<file path="config.mk">
export PLATFORM = sky130hd
export DESIGN_NAME = cps_supervisor
export DESIGN_NICKNAME = d
export VERILOG_FILES = /design/src/cps_pkg.sv /design/src/cps_hyst.sv /design/src/cps_indicator.sv /design/src/cps_supervisor.sv
export VERILOG_INCLUDE_DIRS = /design/src
export SDC_FILE = /design/constraint.sdc
export NUM_CORES = 1
export LEC_CHECK = 0
export ABC_AREA = 1
export BUFFER_PORTS_ARGS = -buffer_cell sky130_fd_sc_hd__buf_2
export CORE_MARGIN = 3
export CORE_UTILIZATION = 40
export CTS_CLUSTER_DIAMETER = 80
export CTS_CLUSTER_SIZE = 14
export DETAILED_ROUTE_END_ITERATION = 6
export GPL_TIMING_DRIVEN = 0
export PLACE_DENSITY_LB_ADDON = 0.15
export RECOVER_POWER = 100
export SLEW_MARGIN = 20
export SYNTH_ARGS = -nofsm -noshare
export SYNTH_HDL_FRONTEND = slang
export SYNTH_HIERARCHICAL = 1
export SYNTH_SLANG_ARGS = --single-unit
</file>
<file path="constraint.sdc">
create_clock -name I_CORE_CLK -period 6.7 [get_ports I_CORE_CLK]
set_clock_uncertainty 0.05 [all_clocks]
set_input_delay 0 -clock I_CORE_CLK [delete_from_list [all_inputs] [get_ports I_CORE_CLK]]
set_output_delay 0 -clock I_CORE_CLK [all_outputs]
set_load 0.02 [all_outputs]
</file>
<file path="src/cps_params.svh">
// Purpose: shared constants of the charger protection supervisor
// Assumes: 10 MHz core clock, APB register access
// Notes: offsets, CFG field positions, nonzero reset values and the event count live here
`ifndef CPS_PARAMS_SVH
`define CPS_PARAMS_SVH

// -----------------------------------------------------------------
// register byte offsets
// -----------------------------------------------------------------
`define CPS_ADDR_CFG     12'h000
`define CPS_ADDR_FODTHR  12'h004
`define CPS_ADDR_LIMITS  12'h008
`define CPS_ADDR_STATUS  12'h00C
`define CPS_ADDR_MASK    12'h010
`define CPS_ADDR_STATE   12'h014

// -----------------------------------------------------------------
// field positions and reset values
// -----------------------------------------------------------------
`define CPS_CFG_IND_LSB  0
`define CPS_CFG_SPL_BIT  2
`define CPS_CFG_CAP_LSB  4
`define CPS_CFG_RST      32'h0000_1F40
`define CPS_FODTHR_RST   32'h0000_0100
`define CPS_LIMITS_RST   32'h00FA_00C8
`define CPS_NUM_EVT      6

// -----------------------------------------------------------------
// bridge drive codes: frequency in 500 Hz steps, duty in 0.1 % steps
// -----------------------------------------------------------------
`define CPS_FREQ_MIN     9'h0DC
`define CPS_FREQ_MAX     9'h19A
`define CPS_FREQ_START   9'h15E
`define CPS_DUTY_MAX     9'h1F4
`define CPS_DUTY_START   9'h0FA

`endif

</file>
<file path="src/cps_pkg.sv">
// Purpose: types of the charger protection supervisor
// Assumes: nothing beyond the constants header
// Notes: flags arrive already synchronised to the core clock
package cps_pkg;

   // supervisor phases
   typedef enum logic [2:0] {
      CPS_OFF,
      CPS_SEARCH,
      CPS_COMM,
      CPS_XFER,
      CPS_FOREIGN
   } cps_state_t;

   // comparator flags from the analog side
   typedef struct packed {
      logic       temp_above_110;  // internal sensor above upper limit
      logic       temp_below_80;   // internal sensor below release level
      logic       junction_trip;   // hardware junction detector
      logic [1:0] stage_overcurrent; // one bit per output stage, over 5 A
      logic       therm_below_0v8; // thermistor_sense stop level
      logic       therm_above_1v1; // thermistor_sense resume level
      logic       therm_below_150m; // thermistor_sense grounded
   } cps_flags_t;

   // bridge drive word
   typedef struct packed {
      logic       enable;          // bridge switching on
      logic       floating;        // all stages undriven
      logic [1:0] reverse;         // per-stage current reversal
      logic [8:0] freq_code;       // switching frequency / 500 Hz
      logic [8:0] duty_code;       // duty cycle in 0.1 % steps
   } cps_drive_t;

endpackage : cps_pkg

</file>
<file path="src/cps_hyst.sv">
// Purpose: set/release latch for a pair of threshold comparators
// Assumes: set and release flags never both high for long
// Notes: set wins over release in the same cycle
module cps_hyst (
   // clock and reset
   input  wire logic i_clk,
   input  wire logic i_nrst,
   // comparator flags
   input  wire logic i_set,
   input  wire logic i_release,
   // latched condition
   output logic      o_active
);

   // -----------------------------------------------------------------
   // hysteresis latch
   // -----------------------------------------------------------------
   always_ff @(posedge i_clk or negedge i_nrst) begin
      if (!i_nrst) begin
         o_active <= 1'b0;
      end else if (i_set) begin
         o_active <= 1'b1;             // crossing the trip level
      end else if (i_release) begin
         o_active <= 1'b0;             // back past the release level
      end
   end

endmodule : cps_hyst

</file>
<file path="src/cps_indicator.sv">
// Purpose: green/red indicator and buzzer drive
// Assumes: outputs are active high "on" requests to open-drain pads
// Notes: blink and beep lengths are parameters so sims can shorten them
module cps_indicator
   import cps_pkg::*;
#(
   parameter int BLINK_CYCLES = 5000000,
   parameter int BEEP_CYCLES  = 1000000
) (
   // clock and reset
   input  wire logic       i_clk,
   input  wire logic       i_nrst,
   // status in
   input  wire logic [1:0] i_mode,
   input  wire cps_state_t i_state,
   input  wire logic       i_fault,
   input  wire logic       i_start,
   // indicator drive
   output logic            o_green,
   output logic            o_red,
   output logic            o_buzzer
);

   logic [31:0] blink_cnt;             // blink half-period counter
   logic        blink;                 // blink phase
   logic [31:0] beep_cnt;              // remaining beep cycles

   // blink phase generator
   always_ff @(posedge i_clk or negedge i_nrst) begin
      if (!i_nrst) begin
         blink_cnt <= '0;
         blink     <= 1'b0;
      end else if (blink_cnt == 32'(BLINK_CYCLES - 1)) begin
         blink_cnt <= '0;
         blink     <= ~blink;
      end else begin
         blink_cnt <= blink_cnt + 32'h1;
      end
   end

   // lights: mode bit 0 blinks green while charging, mode bit 1 mutes buzzer
   always_ff @(posedge i_clk or negedge i_nrst) begin
      if (!i_nrst) begin
         o_green <= 1'b0;
         o_red   <= 1'b0;
      end else begin
         o_green <= (i_state == CPS_XFER) && !i_fault && (!i_mode[0] || blink);
         o_red   <= i_fault || (i_state == CPS_FOREIGN && blink);
      end
   end

   // buzzer: one beep when power transfer starts
   always_ff @(posedge i_clk or negedge i_nrst) begin
      if (!i_nrst) begin
         beep_cnt <= '0;
         o_buzzer <= 1'b0;
      end else begin
         if (i_start && !i_mode[1]) begin
            beep_cnt <= 32'(BEEP_CYCLES);
         end else if (beep_cnt != 32'h0) begin
            beep_cnt <= beep_cnt - 32'h1;
         end
         o_buzzer <= (beep_cnt != 32'h0);
      end
   end

endmodule : cps_indicator

</file>
<file path="src/cps_supervisor.sv">
// Purpose: top of the charger protection supervisor
// Assumes: all inputs synchronous to I_CORE_CLK; APB slave for registers
// Notes: every output is a flip-flop; transfers take two access cycles
`include "cps_params.svh"
module cps_supervisor
   import cps_pkg::*;
#(
   parameter int BLINK_CYCLES = 5000000,
   parameter int BEEP_CYCLES  = 1000000
) (
   // clock and reset
   input  wire logic              I_CORE_CLK,
   input  wire logic              I_NRST,
   // apb slave
   input  wire logic              PSEL,
   input  wire logic              PENABLE,
   input  wire logic              PWRITE,
   input  wire logic [11:0]       PADDR,
   input  wire logic [31:0]       PWDATA,
   output logic [31:0]            PRDATA,
   output logic                   PREADY,
   output logic                   PSLVERR,
   // supply and standby
   input  wire logic              I_MAIN_SUPPLY_RAIL_OK,
   input  wire logic              I_STANDBY_REQUEST,
   input  wire logic              I_SUPPLY_SAG,
   // receiver status from the demodulator
   input  wire logic              I_RX_PRESENT,
   input  wire logic              I_RX_IDENT_OK,
   input  wire logic              I_RX_IDENT_FAIL,
   input  wire logic              I_CTRL_VALID,
   input  wire logic signed [7:0] I_CTRL_ERR,
   input  wire logic              I_POWER_VALID,
   input  wire logic [15:0]       I_RX_POWER,
   input  wire logic [15:0]       I_TX_POWER,
   // comparator flags
   input  wire cps_pkg::cps_flags_t I_FLAGS,
   // power stage control
   output logic                   O_BIAS_EN,
   output logic                   O_CORE_EN,
   output cps_pkg::cps_drive_t    O_DRIVE,
   // user interface
   output logic                   O_GREEN_INDICATOR,
   output logic                   O_RED_INDICATOR,
   output logic                   O_BUZZER,
   // interrupt
   output logic                   O_IRQ
);

   // -----------------------------------------------------------------
   // declarations
   // -----------------------------------------------------------------
   cps_state_t  state;                 // supervisor phase
   cps_state_t  next_state;            // phase for next cycle
   logic [31:0] cfg;                   // indicator, limit enable, static cap
   logic [15:0] fod_thr;               // foreign_object_detect threshold
   logic [31:0] limits;                // thermal and supply duty caps
   logic [`CPS_NUM_EVT-1:0] status;    // sticky events
   logic [`CPS_NUM_EVT-1:0] mask;      // event enables
   logic [`CPS_NUM_EVT-1:0] evt;       // event pulses this cycle
   logic        operational;           // supply up and no standby
   logic        thermal_limit;         // internal over-temperature latched
   logic        therm_cold;            // thermistor stop latched
   logic        therm_disabled;        // thermistor protection off
   logic        charge_start;          // entering transfer this cycle
   logic        suspend;               // power withheld this cycle
   logic [8:0]  duty_cap;              // most restrictive duty ceiling
   logic [8:0]  freq;                  // frequency code
   logic [8:0]  duty;                  // duty code
   logic [16:0] power_gap;             // measured minus reported power
   logic        foreign_hit;           // gap over threshold
   logic        wr_en;                 // apb write at completing edge
   logic        rd_en;                 // apb read launch
   logic        addr_ok;               // address is mapped

   // -----------------------------------------------------------------
   // protection latches
   // -----------------------------------------------------------------
   // internal temperature: limit above 110, release below 80
   cps_hyst u_otp (
      .i_clk     (I_CORE_CLK),
      .i_nrst    (I_NRST),
      .i_set     (I_FLAGS.temp_above_110),
      .i_release (I_FLAGS.temp_below_80),
      .o_active  (thermal_limit)
   );

   // thermistor window: stop below 0.8 V, resume above 1.1 V
   cps_hyst u_ntc (
      .i_clk     (I_CORE_CLK),
      .i_nrst    (I_NRST),
      .i_set     (I_FLAGS.therm_below_0v8),
      .i_release (I_FLAGS.therm_above_1v1),
      .o_active  (therm_cold)
   );

   // -----------------------------------------------------------------
   // phase sequencing
   // -----------------------------------------------------------------
   assign operational  = I_MAIN_SUPPLY_RAIL_OK && !I_STANDBY_REQUEST;
   assign charge_start = (state == CPS_COMM) && (next_state == CPS_XFER);
   assign power_gap    = {1'b0, I_TX_POWER} - {1'b0, I_RX_POWER};
   assign foreign_hit  = I_POWER_VALID && !power_gap[16]
                         && (power_gap[15:0] > fod_thr);

   // next phase
   always_comb begin
      next_state = state;
      case (state)
         CPS_OFF: begin
            if (operational) next_state = CPS_SEARCH;
         end
         CPS_SEARCH: begin
            if (I_RX_PRESENT) next_state = CPS_COMM;
         end
         CPS_COMM: begin
            if (!I_RX_PRESENT || I_RX_IDENT_FAIL) begin
               next_state = CPS_SEARCH;  // unknown object gets nothing
            end else if (I_RX_IDENT_OK) begin
               next_state = CPS_XFER;
            end
         end
         CPS_XFER: begin
            if (!I_RX_PRESENT) begin
               next_state = CPS_SEARCH;
            end else if (foreign_hit) begin
               next_state = CPS_FOREIGN;
            end
         end
         CPS_FOREIGN: begin
            if (!I_RX_PRESENT) next_state = CPS_SEARCH; // stays until removal
         end
         default: next_state = CPS_OFF;
      endcase
      if (!operational) next_state = CPS_OFF;
   end

   // phase register
   always_ff @(posedge I_CORE_CLK or negedge I_NRST) begin
      if (!I_NRST) begin
         state <= CPS_OFF;
      end else begin
         state <= next_state;
      end
   end

   // thermistor disable decided once per charging start
   always_ff @(posedge I_CORE_CLK or negedge I_NRST) begin
      if (!I_NRST) begin
         therm_disabled <= 1'b0;
      end else if (charge_start) begin
         therm_disabled <= I_FLAGS.therm_below_150m;
      end
   end

   // -----------------------------------------------------------------
   // power action arbitration
   // -----------------------------------------------------------------
   // suspension beats limiting; floating beats everything
   assign suspend = (state != CPS_XFER) || (therm_cold && !therm_disabled);

   // lowest of static, thermal and supply ceilings
   always_comb begin
      duty_cap = cfg[`CPS_CFG_CAP_LSB +: 9];
      if (thermal_limit && limits[8:0] < duty_cap) begin
         duty_cap = limits[8:0];
      end
      if (cfg[`CPS_CFG_SPL_BIT] && I_SUPPLY_SAG && limits[24:16] < duty_cap) begin
         duty_cap = limits[24:16];
      end
      if (duty_cap > `CPS_DUTY_MAX) begin
         duty_cap = `CPS_DUTY_MAX;
      end
   end

   // -----------------------------------------------------------------
   // frequency and duty regulation
   // -----------------------------------------------------------------
   // more power: step frequency down, then duty up; less: the reverse
   always_ff @(posedge I_CORE_CLK or negedge I_NRST) begin
      if (!I_NRST) begin
         freq <= `CPS_FREQ_START;
         duty <= `CPS_DUTY_START;
      end else if (state != CPS_XFER) begin
         freq <= `CPS_FREQ_START;
         duty <= (`CPS_DUTY_START < duty_cap) ? `CPS_DUTY_START : duty_cap;
      end else if (duty > duty_cap) begin
         duty <= duty - 9'h001;
      end else if (I_CTRL_VALID && I_CTRL_ERR > 8'sh00) begin
         if (freq > `CPS_FREQ_MIN) begin
            freq <= freq - 9'h001;
         end else if (duty < duty_cap) begin
            duty <= duty + 9'h001;
         end
      end else if (I_CTRL_VALID && I_CTRL_ERR < 8'sh00) begin
         if (duty > 9'h000 && freq == `CPS_FREQ_MIN) begin
            duty <= duty - 9'h001;
         end else if (freq < `CPS_FREQ_MAX) begin
            freq <= freq + 9'h001;
         end
      end
   end

   // -----------------------------------------------------------------
   // output stage drive
   // -----------------------------------------------------------------
   always_ff @(posedge I_CORE_CLK or negedge I_NRST) begin
      if (!I_NRST) begin
         O_DRIVE   <= '0;
         O_BIAS_EN <= 1'b0;
         O_CORE_EN <= 1'b0;
      end else begin
         O_BIAS_EN         <= operational;
         O_CORE_EN         <= (state == CPS_COMM) || (state == CPS_XFER)
                              || (state == CPS_FOREIGN);
         O_DRIVE.floating  <= I_FLAGS.junction_trip;
         O_DRIVE.enable    <= !I_FLAGS.junction_trip && !suspend;
         O_DRIVE.reverse   <= I_FLAGS.junction_trip ? 2'b00
                              : I_FLAGS.stage_overcurrent;
         O_DRIVE.freq_code <= freq;
         O_DRIVE.duty_code <= suspend ? 9'h000 : duty;
      end
   end

   // -----------------------------------------------------------------
   // user indication
   // -----------------------------------------------------------------
   cps_indicator #(
      .BLINK_CYCLES (BLINK_CYCLES),
      .BEEP_CYCLES  (BEEP_CYCLES)
   ) u_ind (
      .i_clk    (I_CORE_CLK),
      .i_nrst   (I_NRST),
      .i_mode   (cfg[`CPS_CFG_IND_LSB +: 2]),
      .i_state  (state),
      .i_fault  (thermal_limit || I_FLAGS.junction_trip || (therm_cold && !therm_disabled)),
      .i_start  (charge_start),
      .o_green  (O_GREEN_INDICATOR),
      .o_red    (O_RED_INDICATOR),
      .o_buzzer (O_BUZZER)
   );

   // -----------------------------------------------------------------
   // events and interrupt
   // -----------------------------------------------------------------
   // bit 0 start, 1 foreign, 2 thermal, 3 junction, 4 overcurrent, 5 therm stop
   assign evt = {I_FLAGS.therm_below_0v8 && !therm_cold && !therm_disabled,
                 |I_FLAGS.stage_overcurrent,
                 I_FLAGS.junction_trip,
                 I_FLAGS.temp_above_110 && !thermal_limit,
                 (state == CPS_XFER) && foreign_hit,
                 charge_start};

   // sticky status, write one to clear, a new event wins
   always_ff @(posedge I_CORE_CLK or negedge I_NRST) begin
      if (!I_NRST) begin
         status <= '0;
      end else if (wr_en && PADDR == `CPS_ADDR_STATUS) begin
         status <= (status & ~PWDATA[`CPS_NUM_EVT-1:0]) | evt;
      end else begin
         status <= status | evt;
      end
   end

   // level interrupt from unmasked status
   always_ff @(posedge I_CORE_CLK or negedge I_NRST) begin
      if (!I_NRST) begin
         O_IRQ <= 1'b0;
      end else begin
         O_IRQ <= |(status & mask);
      end
   end

   // -----------------------------------------------------------------
   // apb slave
   // -----------------------------------------------------------------
   assign rd_en   = PSEL && PENABLE && !PREADY && !PWRITE;
   assign wr_en   = PSEL && PENABLE && PREADY && PWRITE;
   assign addr_ok = (PADDR == `CPS_ADDR_CFG) || (PADDR == `CPS_ADDR_FODTHR)
                    || (PADDR == `CPS_ADDR_LIMITS) || (PADDR == `CPS_ADDR_STATUS)
                    || (PADDR == `CPS_ADDR_MASK) || (PADDR == `CPS_ADDR_STATE);

   // ready one cycle into the access phase
   always_ff @(posedge I_CORE_CLK or negedge I_NRST) begin
      if (!I_NRST) begin
         PREADY  <= 1'b0;
         PSLVERR <= 1'b0;
      end else begin
         PREADY  <= PSEL && PENABLE && !PREADY;
         PSLVERR <= PSEL && PENABLE && !PREADY && !addr_ok;
      end
   end

   // writable registers
   always_ff @(posedge I_CORE_CLK or negedge I_NRST) begin
      if (!I_NRST) begin
         cfg     <= `CPS_CFG_RST;
         fod_thr <= 16'(`CPS_FODTHR_RST);
         limits  <= `CPS_LIMITS_RST;
         mask    <= '0;
      end else if (wr_en) begin
         if (PADDR == `CPS_ADDR_CFG) begin
            cfg <= PWDATA & 32'h0000_1FF7;
         end else if (PADDR == `CPS_ADDR_FODTHR) begin
            fod_thr <= PWDATA[15:0];
         end else if (PADDR == `CPS_ADDR_LIMITS) begin
            limits <= PWDATA & 32'h01FF_01FF;
         end else if (PADDR == `CPS_ADDR_MASK) begin
            mask <= PWDATA[`CPS_NUM_EVT-1:0];
         end
      end
   end

   // read data, launched with ready
   always_ff @(posedge I_CORE_CLK or negedge I_NRST) begin
      if (!I_NRST) begin
         PRDATA <= '0;
      end else if (rd_en) begin
         if (PADDR == `CPS_ADDR_CFG) begin
            PRDATA <= cfg;
         end else if (PADDR == `CPS_ADDR_FODTHR) begin
            PRDATA <= {16'h0000, fod_thr};
         end else if (PADDR == `CPS_ADDR_LIMITS) begin
            PRDATA <= limits;
         end else if (PADDR == `CPS_ADDR_STATUS) begin
            PRDATA <= 32'(status);
         end else if (PADDR == `CPS_ADDR_MASK) begin
            PRDATA <= 32'(mask);
         end else if (PADDR == `CPS_ADDR_STATE) begin
            PRDATA <= {3'h0, therm_disabled, therm_cold, thermal_limit, duty,
                       freq, 5'h00, state};
         end else begin
            PRDATA <= '0;                  // unmapped reads zero
         end
      end
   end

endmodule : cps_supervisor

</file>
== Word-level counts from Yosys, hierarchy flattened ==
Index checks and enable logic that the tools add are counted.

* Bits in registers: 209
* Bits of input ports: 105
* Output and inout bits: 62
* Logic and storage cells: 188

* Add/subtract/negate cells: 7
* $lt $le $gt $ge: 12
* Eq/ne operators: 18
* Mux-type cells: 42
* Bitwise gates (word level): 9
* Reductions and logical operators: 72

{| class="wikitable"
|+ Operators with widths
! operator !! count
|-
| $mux W29 || 6
|-
| $mux W9 || 19
|-
| $mux W32 || 3
|-
| $add A32 B1 Y32 const B || 1
|-
| $eq A32 B23 Y1 const B || 1
|-
| $reduce_bool A32 Y1 || 1
|-
| $sub A32 B1 Y32 const B || 1
|-
| $logic_and A1 B1 Y1 || 27
|-
| $lt A9 B9 Y1 || 3
|-
| $eq A12 B4 Y1 const B || 2
|-
| $eq A12 B5 Y1 const B || 2
|-
| $mux W3 || 7
|-
| $add A9 B1 Y9 const B || 2
|-
| $sub A9 B1 Y9 const B || 2
|-
| $sub A16 B16 Y17 || 1
|-
| $gt A16 B16 Y1 || 1
|-
| $pmux W3 S5 || 1
|-
| $logic_not A1 Y1 || 14
|-
| $logic_or A1 B1 Y1 || 13
|-
| $and A6 B6 Y6 || 2
|-
| $eq A12 B3 Y1 const B || 1
|-
| $logic_not A12 Y1 || 1
|-
| $or A6 B6 Y6 || 2
|-
| $reduce_and A5 Y1 || 2
|-
| other kinds (31) || 45
|}

== Longest topological paths before layout ==
* Depth after elaboration: 14
* Gate-level depth with buffers: 45
* Depth with buffers taken out: 43

== Modules after synthesis ==
Netlist, hierarchy kept.

{| class="wikitable"
|+ Modules (own cells, without submodules)
! module !! instances !! cells each !! area an instance (sq um) !! sequential area each (sq um)
|-
| cps_supervisor || 1 || 1,078 || 8,655.8 || 3,438.3
|-
| cps_indicator || 1 || 566 || 4,056.4 || 1,701.6
|-
| cps_hyst || 2 || 5 || 40.0 || 25.0
|}

== Least setup slack after synthesis ==
No wires, ideal clock.

* Path type: reg2reg
* Start point: register cfg[12]
* End point: register duty[5]
* Library setup time: 84 ps
* Arrival: 4,973 ps
* Required time: 6,566 ps
* Path slack: 1,593 ps
* Stages on the path, launching flop included: 40
* Path buffers: 2
* Period minus slack after synthesis: 5,107 ps
* Path through: dfstp_2 inv_1 ha_1 nand2_1 nor2_2 nand3_2 nand3_2 inv_1 buf_4 o21ai_0 inv_1 ha_1 a21oi_1 o21a_1 o211a_1 nand2_4 buf_6 nand2_1 [... 4 more ...] nand2_1 inv_1 ha_1 nand2_1 nor2_1 a211oi_1 o21ai_0 nand3_1 nand2_1 nand2_1 nand2_1 nand2_1 nand2_1 inv_1 nand2_2 clkinv_1 a211oi_1 a21oi_2

* Cells in the longest elaborated chain, start to end: 11

{| class="wikitable"
|+ Ends and longest elaborated chain
! what !! line !! source
|-
| start, declared || cps_supervisor.sv:55 || <nowiki>logic [31:0] cfg;</nowiki>
|-
| start signal, assigned || cps_supervisor.sv:297 || <nowiki>cfg <= `CPS_CFG_RST;</nowiki>
|-
| start signal, assigned || cps_supervisor.sv:303 || <nowiki>cfg <= PWDATA & 32'h0000_1FF7;</nowiki>
|-
| $lt A9 B9 Y1 || cps_supervisor.sv:165 || <nowiki>if (thermal_limit && limits[8:0] < duty_cap) begin</nowiki>
|-
| $logic_and A1 B1 Y1 || cps_supervisor.sv:165 ||
|-
| $mux W9 (*) || cps_supervisor.sv:165 ||
|-
| $lt A9 B9 Y1 || cps_supervisor.sv:168 || <nowiki>if (cfg[`CPS_CFG_SPL_BIT] && I_SUPPLY_SAG && limits[24:16] < duty_cap) begin</nowiki>
|-
| $logic_and A1 B1 Y1 || cps_supervisor.sv:168 ||
|-
| $mux W9 (*) || cps_supervisor.sv:168 ||
|-
| $gt A9 B9 Y1 (no line) || -- ||
|-
| $mux W9 (*) || cps_supervisor.sv:171 || <nowiki>if (duty_cap > `CPS_DUTY_MAX) begin</nowiki>
|-
| $gt A9 B9 Y1 (tied with other cells) || cps_supervisor.sv:187 || <nowiki>end else if (duty > duty_cap) begin</nowiki>
|-
| $ne A4 B3 Y1 (no line) (tied with other cells) || -- ||
|-
| $reduce_and A4 Y1 (no line) or $mux W9 (tied branches) || -- ||
|-
| end signal, assigned || cps_supervisor.sv:186 || <nowiki>duty <= (`CPS_DUTY_START < duty_cap) ? `CPS_DUTY_START : duty_cap;</nowiki>
|-
| end signal, assigned || cps_supervisor.sv:188 || <nowiki>duty <= duty - 9'h001;</nowiki>
|-
| end signal, assigned || cps_supervisor.sv:193 || <nowiki>duty <= duty + 9'h001;</nowiki>
|-
| end, declared || cps_supervisor.sv:69 || <nowiki>logic [8:0] duty;</nowiki>
|}

Every way passes the cells marked *; elsewhere a longest branch is shown, timed or not.
A chain may end at the register's enable or synchronous reset.

== Final worst setup path ==
Ends and elaborated chain as after synthesis.

==> report_table.html <==
<table>
<tr><th>Metric</th><th>Value</th></tr>
<tr><th colspan="2">Synthesis</th></tr>
<tr><td>Cell types occupying the most area after synthesis</td><td>sky130_fd_sc_hd__dfrtp_1 (35%), sky130_fd_sc_hd__nand2_1 (9.9%), sky130_fd_sc_hd__inv_1 (7.2%)</td></tr>
<tr><td>Count of flip-flops with a built-in enable after synthesis</td><td>0</td></tr>
<tr><td>Mux contribution to synthesized area</td><td>1.135%</td></tr>
<tr><td>Number of synthesized register bits</td><td>206</td></tr>
<tr><td>Area share of xor/xnor cells in the synthesized design</td><td>4.176%</td></tr>
<tr><td>Most instantiated cells after synthesis</td><td>sky130_fd_sc_hd__nand2_1 (339), sky130_fd_sc_hd__inv_1 (244), sky130_fd_sc_hd__nor2_1 (190)</td></tr>
<tr><td>Total of warnings raised by yosys</td><td>6</td></tr>
<tr><td>Share of synthesized cell area in and, or, nand and nor gates</td><td>25.76%</td></tr>
<tr><td>Combinational family with the most area after synthesis</td><td>simple AND/OR/NAND/NOR gates</td></tr>
<tr><td>Most repeated cell in the gate-level netlist after synthesis</td><td>sky130_fd_sc_hd__nand2_1</td></tr>
<tr><td>Netlist area before placement</td><td>12790 um2</td></tr>
<tr><td>Synth cell types</td><td>61</td></tr>
<tr><td>Cell taking the most area after synthesis</td><td>sky130_fd_sc_hd__dfrtp_1</td></tr>
<tr><td>Number of standard cells after synthesis</td><td>1654</td></tr>
<tr><td>Post-synthesis share of cell area spent on full adders, half adders and majority gates</td><td>7.062%</td></tr>
<tr><td>Area share of the largest cell type after synthesis</td><td>34.82%</td></tr>
<tr><td>Average cell area after synthesis</td><td>7.734 um2</td></tr>
<tr><td>Sequential element share of the synthesized area</td><td>40.57%</td></tr>
<tr><td>Proportion of register bits with asynchronous set or reset after synthesis</td><td>100.0%</td></tr>
<tr><td>Flip-flop cell with the highest count after synthesis</td><td>sky130_fd_sc_hd__dfrtp_1</td></tr>
<tr><td>Compound-cell area share of the yosys netlist</td><td>12.48%</td></tr>
<tr><th colspan="2">GRT</th></tr>
<tr><td>Met1 demand-to-capacity share in global routing</td><td>31.11%</td></tr>
<tr><td>Antenna violations before repair</td><td>0</td></tr>
<tr><td>Largest net degree at the start of global routing</td><td>89</td></tr>
<tr><td>M2 GR Usage</td><td>37.12%</td></tr>
<tr><td>Number of global-route vias before repair</td><td>11480</td></tr>
<tr><td>Overflow after GRT</td><td>0</td></tr>
<tr><td>Grt peak-use layer</td><td>met2</td></tr>
<tr><td>GRT Resource Usage Total</td><td>22.15%</td></tr>
<tr><td>Wire length of the first global-routing pass</td><td>60620 um</td></tr>
<tr><td>Met3 GRT Util</td><td>2.592%</td></tr>
<tr><th colspan="2">Power and ir drop</th></tr>
<tr><td>Sequential share of power</td><td>48.1%</td></tr>
<tr><td>Clock network fraction of design power</td><td>39.7%</td></tr>
<tr><td>Net switching power</td><td>723.6 uW</td></tr>
<tr><td>Share of total power in combinational logic</td><td>12.2%</td></tr>
<tr><td>Leak</td><td>7.097 nW</td></tr>
<tr><td>Total power per unit cell area</td><td>179.4 nW/um2</td></tr>
<tr><td>Peak ir drop on the vdd network</td><td>0.1573 mV</td></tr>
<tr><td>Fraction of power spent switching nets</td><td>26.77%</td></tr>
<tr><td>Internal portion of total power</td><td>1.979 mW</td></tr>
<tr><th colspan="2">Worst setup path</th></tr>
<tr><td>Arrival @ worst endpoint</td><td>6.45 ns</td></tr>
<tr><td>Stage delay of the slowest cell on the critical path</td><td>0.58 ns</td></tr>
<tr><td>Critical path class</td><td>reg2reg</td></tr>
<tr><td>Register-to-register setup slack</td><td>0.62 ns</td></tr>
<tr><td>Worst-path cell with the longest stage delay</td><td>sky130_fd_sc_hd__dfstp_2</td></tr>
<tr><td>Endpoint required time on the critical path</td><td>7.07 ns</td></tr>
<tr><td>Capture instance of the worst register-to-register path</td><td>duty[5]</td></tr>
<tr><td>Crit-path most repeated cell</td><td>sky130_fd_sc_hd__nand2_1</td></tr>
<tr><td>Source of the worst register-to-register timing path</td><td>cfg[12]</td></tr>
<tr><td>Kind of end point of the critical path</td><td>flip-flop</td></tr>
<tr><td>Number of cells on the worst reg-to-reg path</td><td>39</td></tr>
<tr><td>Nature of the critical path startpoint</td><td>flip-flop</td></tr>
<tr><td>Maximum fanout along the worst path</td><td>11</td></tr>
<tr><th colspan="2">Cells and area</th></tr>
<tr><td>Nets</td><td>2065</td></tr>
<tr><td>Total non-filler cell area in the finished layout</td><td>15070 um2</td></tr>
<tr><td>Proportion of layout cells with a drive suffix above 1</td><td>11.41%</td></tr>
<tr><td>Number of antenna diodes</td><td>0</td></tr>
<tr><td>Synth-to-layout area growth</td><td>17.78%</td></tr>
<tr><td>Filler cell count</td><td>3110</td></tr>
<tr><th colspan="2">Timing</th></tr>
<tr><td>Final clock period utilization by the worst path</td><td>90.80%</td></tr>
<tr><td>Setup TNS</td><td>0 ns</td></tr>
<tr><td>Tmin final</td><td>6.084 ns</td></tr>
<tr><td>Unrepaired setup endpoints after global routing</td><td>no</td></tr>
<tr><td>Normalized max-slew margin</td><td>-214.1%</td></tr>
<tr><td>Slew at the pin closest to its max-slew limit</td><td>4.711 ns</td></tr>
<tr><td>Final count of pins violating max slew</td><td>180</td></tr>
<tr><td>Final setup vio count</td><td>0</td></tr>
<tr><td>Final hold viol count</td><td>0</td></tr>
<tr><td>Maximum clock frequency</td><td>164.4 MHz</td></tr>
<tr><th colspan="2">Drt</th></tr>
<tr><td>Remaining antenna violation count after routing</td><td>0</td></tr>
<tr><td>Vias after detailed routing</td><td>11730</td></tr>
<tr><td>Final Routed Wirelength</td><td>37880 um</td></tr>
<tr><td>Via density per instance</td><td>5.105</td></tr>
<tr><td>Routed wirelength normalized by instance count</td><td>16.48 um</td></tr>
<tr><td>Number of search-and-repair iterations in the first detailed-routing pass</td><td>5</td></tr>
<tr><td>Starting DRT DRC Count</td><td>748</td></tr>
<tr><td>Number of remaining DRC errors</td><td>0</td></tr>
<tr><th colspan="2">Hold path</th></tr>
<tr><td>Path class of the lowest-slack min-delay path</td><td>in2reg</td></tr>
<tr><td>Worst Min Path Start</td><td>I_CTRL_ERR[7]</td></tr>
<tr><td>Hold-critical path depth</td><td>7</td></tr>
<tr><td>Endpoint, Worst Hold</td><td>freq[8]</td></tr>
<tr><th colspan="2">Floorplan</th></tr>
<tr><td>Effective utilization at floorplan</td><td>41.17%</td></tr>
<tr><td>Number of cell rows</td><td>64</td></tr>
<tr><td>Area inside the core boundary</td><td>31070 um2</td></tr>
<tr><td>I/O pin count</td><td>167</td></tr>
<tr><td>Overall die area</td><td>34160 um2</td></tr>
<tr><td>Vertical die dimension</td><td>184.8 um</td></tr>
<tr><td>Die span in x</td><td>184.8 um</td></tr>
<tr><th colspan="2">CTS</th></tr>
<tr><td>Clock Sink Count</td><td>206</td></tr>
<tr><td>H-tree depth</td><td>1</td></tr>
<tr><td>Clock Tree Root</td><td>sky130_fd_sc_hd__clkbuf_16</td></tr>
<tr><td>TritonCTS clock tree</td><td>built</td></tr>
<tr><td>Num CTS Buffers</td><td>19</td></tr>
<tr><td>Clock Tree Buf Depth</td><td>3</td></tr>
<tr><td>Clock transition at the register clock pins on the worst setup and hold paths after CTS</td><td>0.06 ns</td></tr>
<tr><td>Insertion delay to the later sink of the worst-skew pair</td><td>0.51 ns</td></tr>
<tr><th colspan="2">Flow run</th></tr>
<tr><td>Max cap viols</td><td>3</td></tr>
<tr><th colspan="2">Run status</th></tr>
<tr><td>Failing checks</td><td>max-capacitance violations, max-slew violations</td></tr>
<tr><td>Run status</td><td>finished with violations</td></tr>
<tr><th colspan="2">Placement</th></tr>
<tr><td>Global placer's final weighted congestion</td><td>0.9071</td></tr>
<tr><td>Area post-placement</td><td>14150 um2</td></tr>
<tr><td>Total of buffers placed on input and output ports</td><td>156</td></tr>
<tr><td>Detailed placer's ending HPWL</td><td>29030 um</td></tr>
</table>
layout by cell type (no fill, tap or decap), types with 4 or more instances in the layout:
master	Yosys	layout
sky130_fd_sc_hd__dlygate4sd3_1	0	50
sky130_fd_sc_hd__clkbuf_1	19	98
sky130_fd_sc_hd__a211oi_1	5	5
sky130_fd_sc_hd__o21ai_1	12	9
sky130_fd_sc_hd__clkbuf_16	0	19
sky130_fd_sc_hd__o21bai_1	12	12
sky130_fd_sc_hd__ha_1	69	69
sky130_fd_sc_hd__nand3_1	80	82
sky130_fd_sc_hd__a21oi_2	4	4
sky130_fd_sc_hd__inv_1	244	246
sky130_fd_sc_hd__nor4_1	13	13
sky130_fd_sc_hd__nor2_1	190	193
sky130_fd_sc_hd__nand2_2	9	8
sky130_fd_sc_hd__nand2_4	4	5
sky130_fd_sc_hd__nand2_1	339	339
sky130_fd_sc_hd__nor3_1	42	42
sky130_fd_sc_hd__nand4_1	25	25
sky130_fd_sc_hd__nand3_2	6	4
sky130_fd_sc_hd__buf_2	8	98
sky130_fd_sc_hd__xor2_1	55	55
sky130_fd_sc_hd__nand3b_1	5	5
sky130_fd_sc_hd__nor2_2	19	17
sky130_fd_sc_hd__a21oi_1	58	58
sky130_fd_sc_hd__dfrtp_1	178	178
sky130_fd_sc_hd__buf_4	4	5
sky130_fd_sc_hd__dfstp_1	0	6
sky130_fd_sc_hd__mux2_2	12	12
sky130_fd_sc_hd__xnor2_1	6	6
sky130_fd_sc_hd__a221oi_1	11	11
sky130_fd_sc_hd__dfstp_2	28	22
sky130_fd_sc_hd__a22o_1	8	8
sky130_fd_sc_hd__o22ai_1	11	11
sky130_fd_sc_hd__o21ai_0	126	129
logic make-up (layout without fill, tap and decap cells):
kind of cell,after synthesis,in the layout
xor+xnor,61,61
flops,206,206
fa+ha+maj,71,71
other cells,1,3
buf+inv,285,531
mux,13,13
compound gates,273,273
simple gates,744,744
per-stage QoR:
| step | utilization (%) | cells | worst slack, ns | hold WS (ns) | power [mW] |
|---|---|---|---|---|---|
| floorplan | - | 1656 | 1.593 | -0.3456 | 1.514 |
| global placement | 45.30 | 2208 | 0.6165 | 0.1756 | 1.628 |
| detailed placement | 45.53 | 2210 | 0.5970 | -0.1478 | 1.640 |
| CTS | 49.05 | 2295 | 0.5495 | 0.006486 | 2.742 |
| global route | 48.49 | 2298 | 0.02271 | 0.05033 | 2.835 |
| finish | 48.49 | 2298 | 0.6162 | 0.01141 | 2.703 |
worst max-delay path: cells and delay by family (launching register included):
| kind | cells | cell delay (ns) |
|---|---|---|
| AO/OA/AOI/OAI | 8 | 1.41 |
| AND/OR/NAND/NOR | 20 | 2.18 |
| adder cells (fa/ha/maj) | 3 | 0.88 |
| buffers and inverters | 8 | 0.89 |
| flip-flops | 1 | 0.58 |
metal layers:
layer	vias to the layer above	part of all wire, %	wire (um)
met5	-	0	0
met4	0	2.0	748
met3	48	4.1	1537
met2	295	47	17770
met1	5542	47	17830
li1	5846	-	-
area by class of cell:
cell class                 count  area (um2)  area share, %
timing repair inverter         1       5.005        0.03322
sequential                   206        5190          34.45
multi-input combinational   1165        6451          42.82
clock inverter                 5       60.06         0.3986
tap                          396       495.5          3.288
buffer                        33       166.4          1.104
timing repair buffer         211        1231          8.171
clock buffer                  29       513.0          3.405
inverter                     252       954.7          6.336
flip-flops by register name, indices dropped and copies added (netlist names), 3 cells and up:
register,flops
PRDATA,29
duty,9
limits,18
u_ind/blink_cnt,32
cfg,12
state,3
u_ind/beep_cnt,32
freq,9
mask,6
O_DRIVE,22
fod_thr,16
status,6
power groups by stage:
stage	Sequential (mW)	Combinational [mW]	Clock [mW]
after floorplan	1.32	0.195	0
after global placement	1.32	0.306	0
after detailed placement	1.32	0.317	0
after CTS	1.30	0.342	1.10
after global routing	1.30	0.382	1.15
final	1.30	0.330	1.07
worst max path at each step:
stage	start	endpoint	slack (ns)
detailed placement	cfg[12]	duty[5]	0.60
floorplan	cfg[12]	duty[5]	1.59
finish	cfg[12]	duty[5]	0.62
global placement	cfg[12]	duty[5]	0.62
global route	cfg[6]	duty[5]	0.02
CTS	cfg[12]	duty[5]	0.55
repair_timing:
item / in CTS / in global routing
hold endpoints to repair: 262 / 0
setup endpoints to repair: 0 / 7
gates resized for setup: 0 / 2
hold buffers: 51 / 0
buffers inserted: 0 / 2
(Power assumes the default switching activity.)
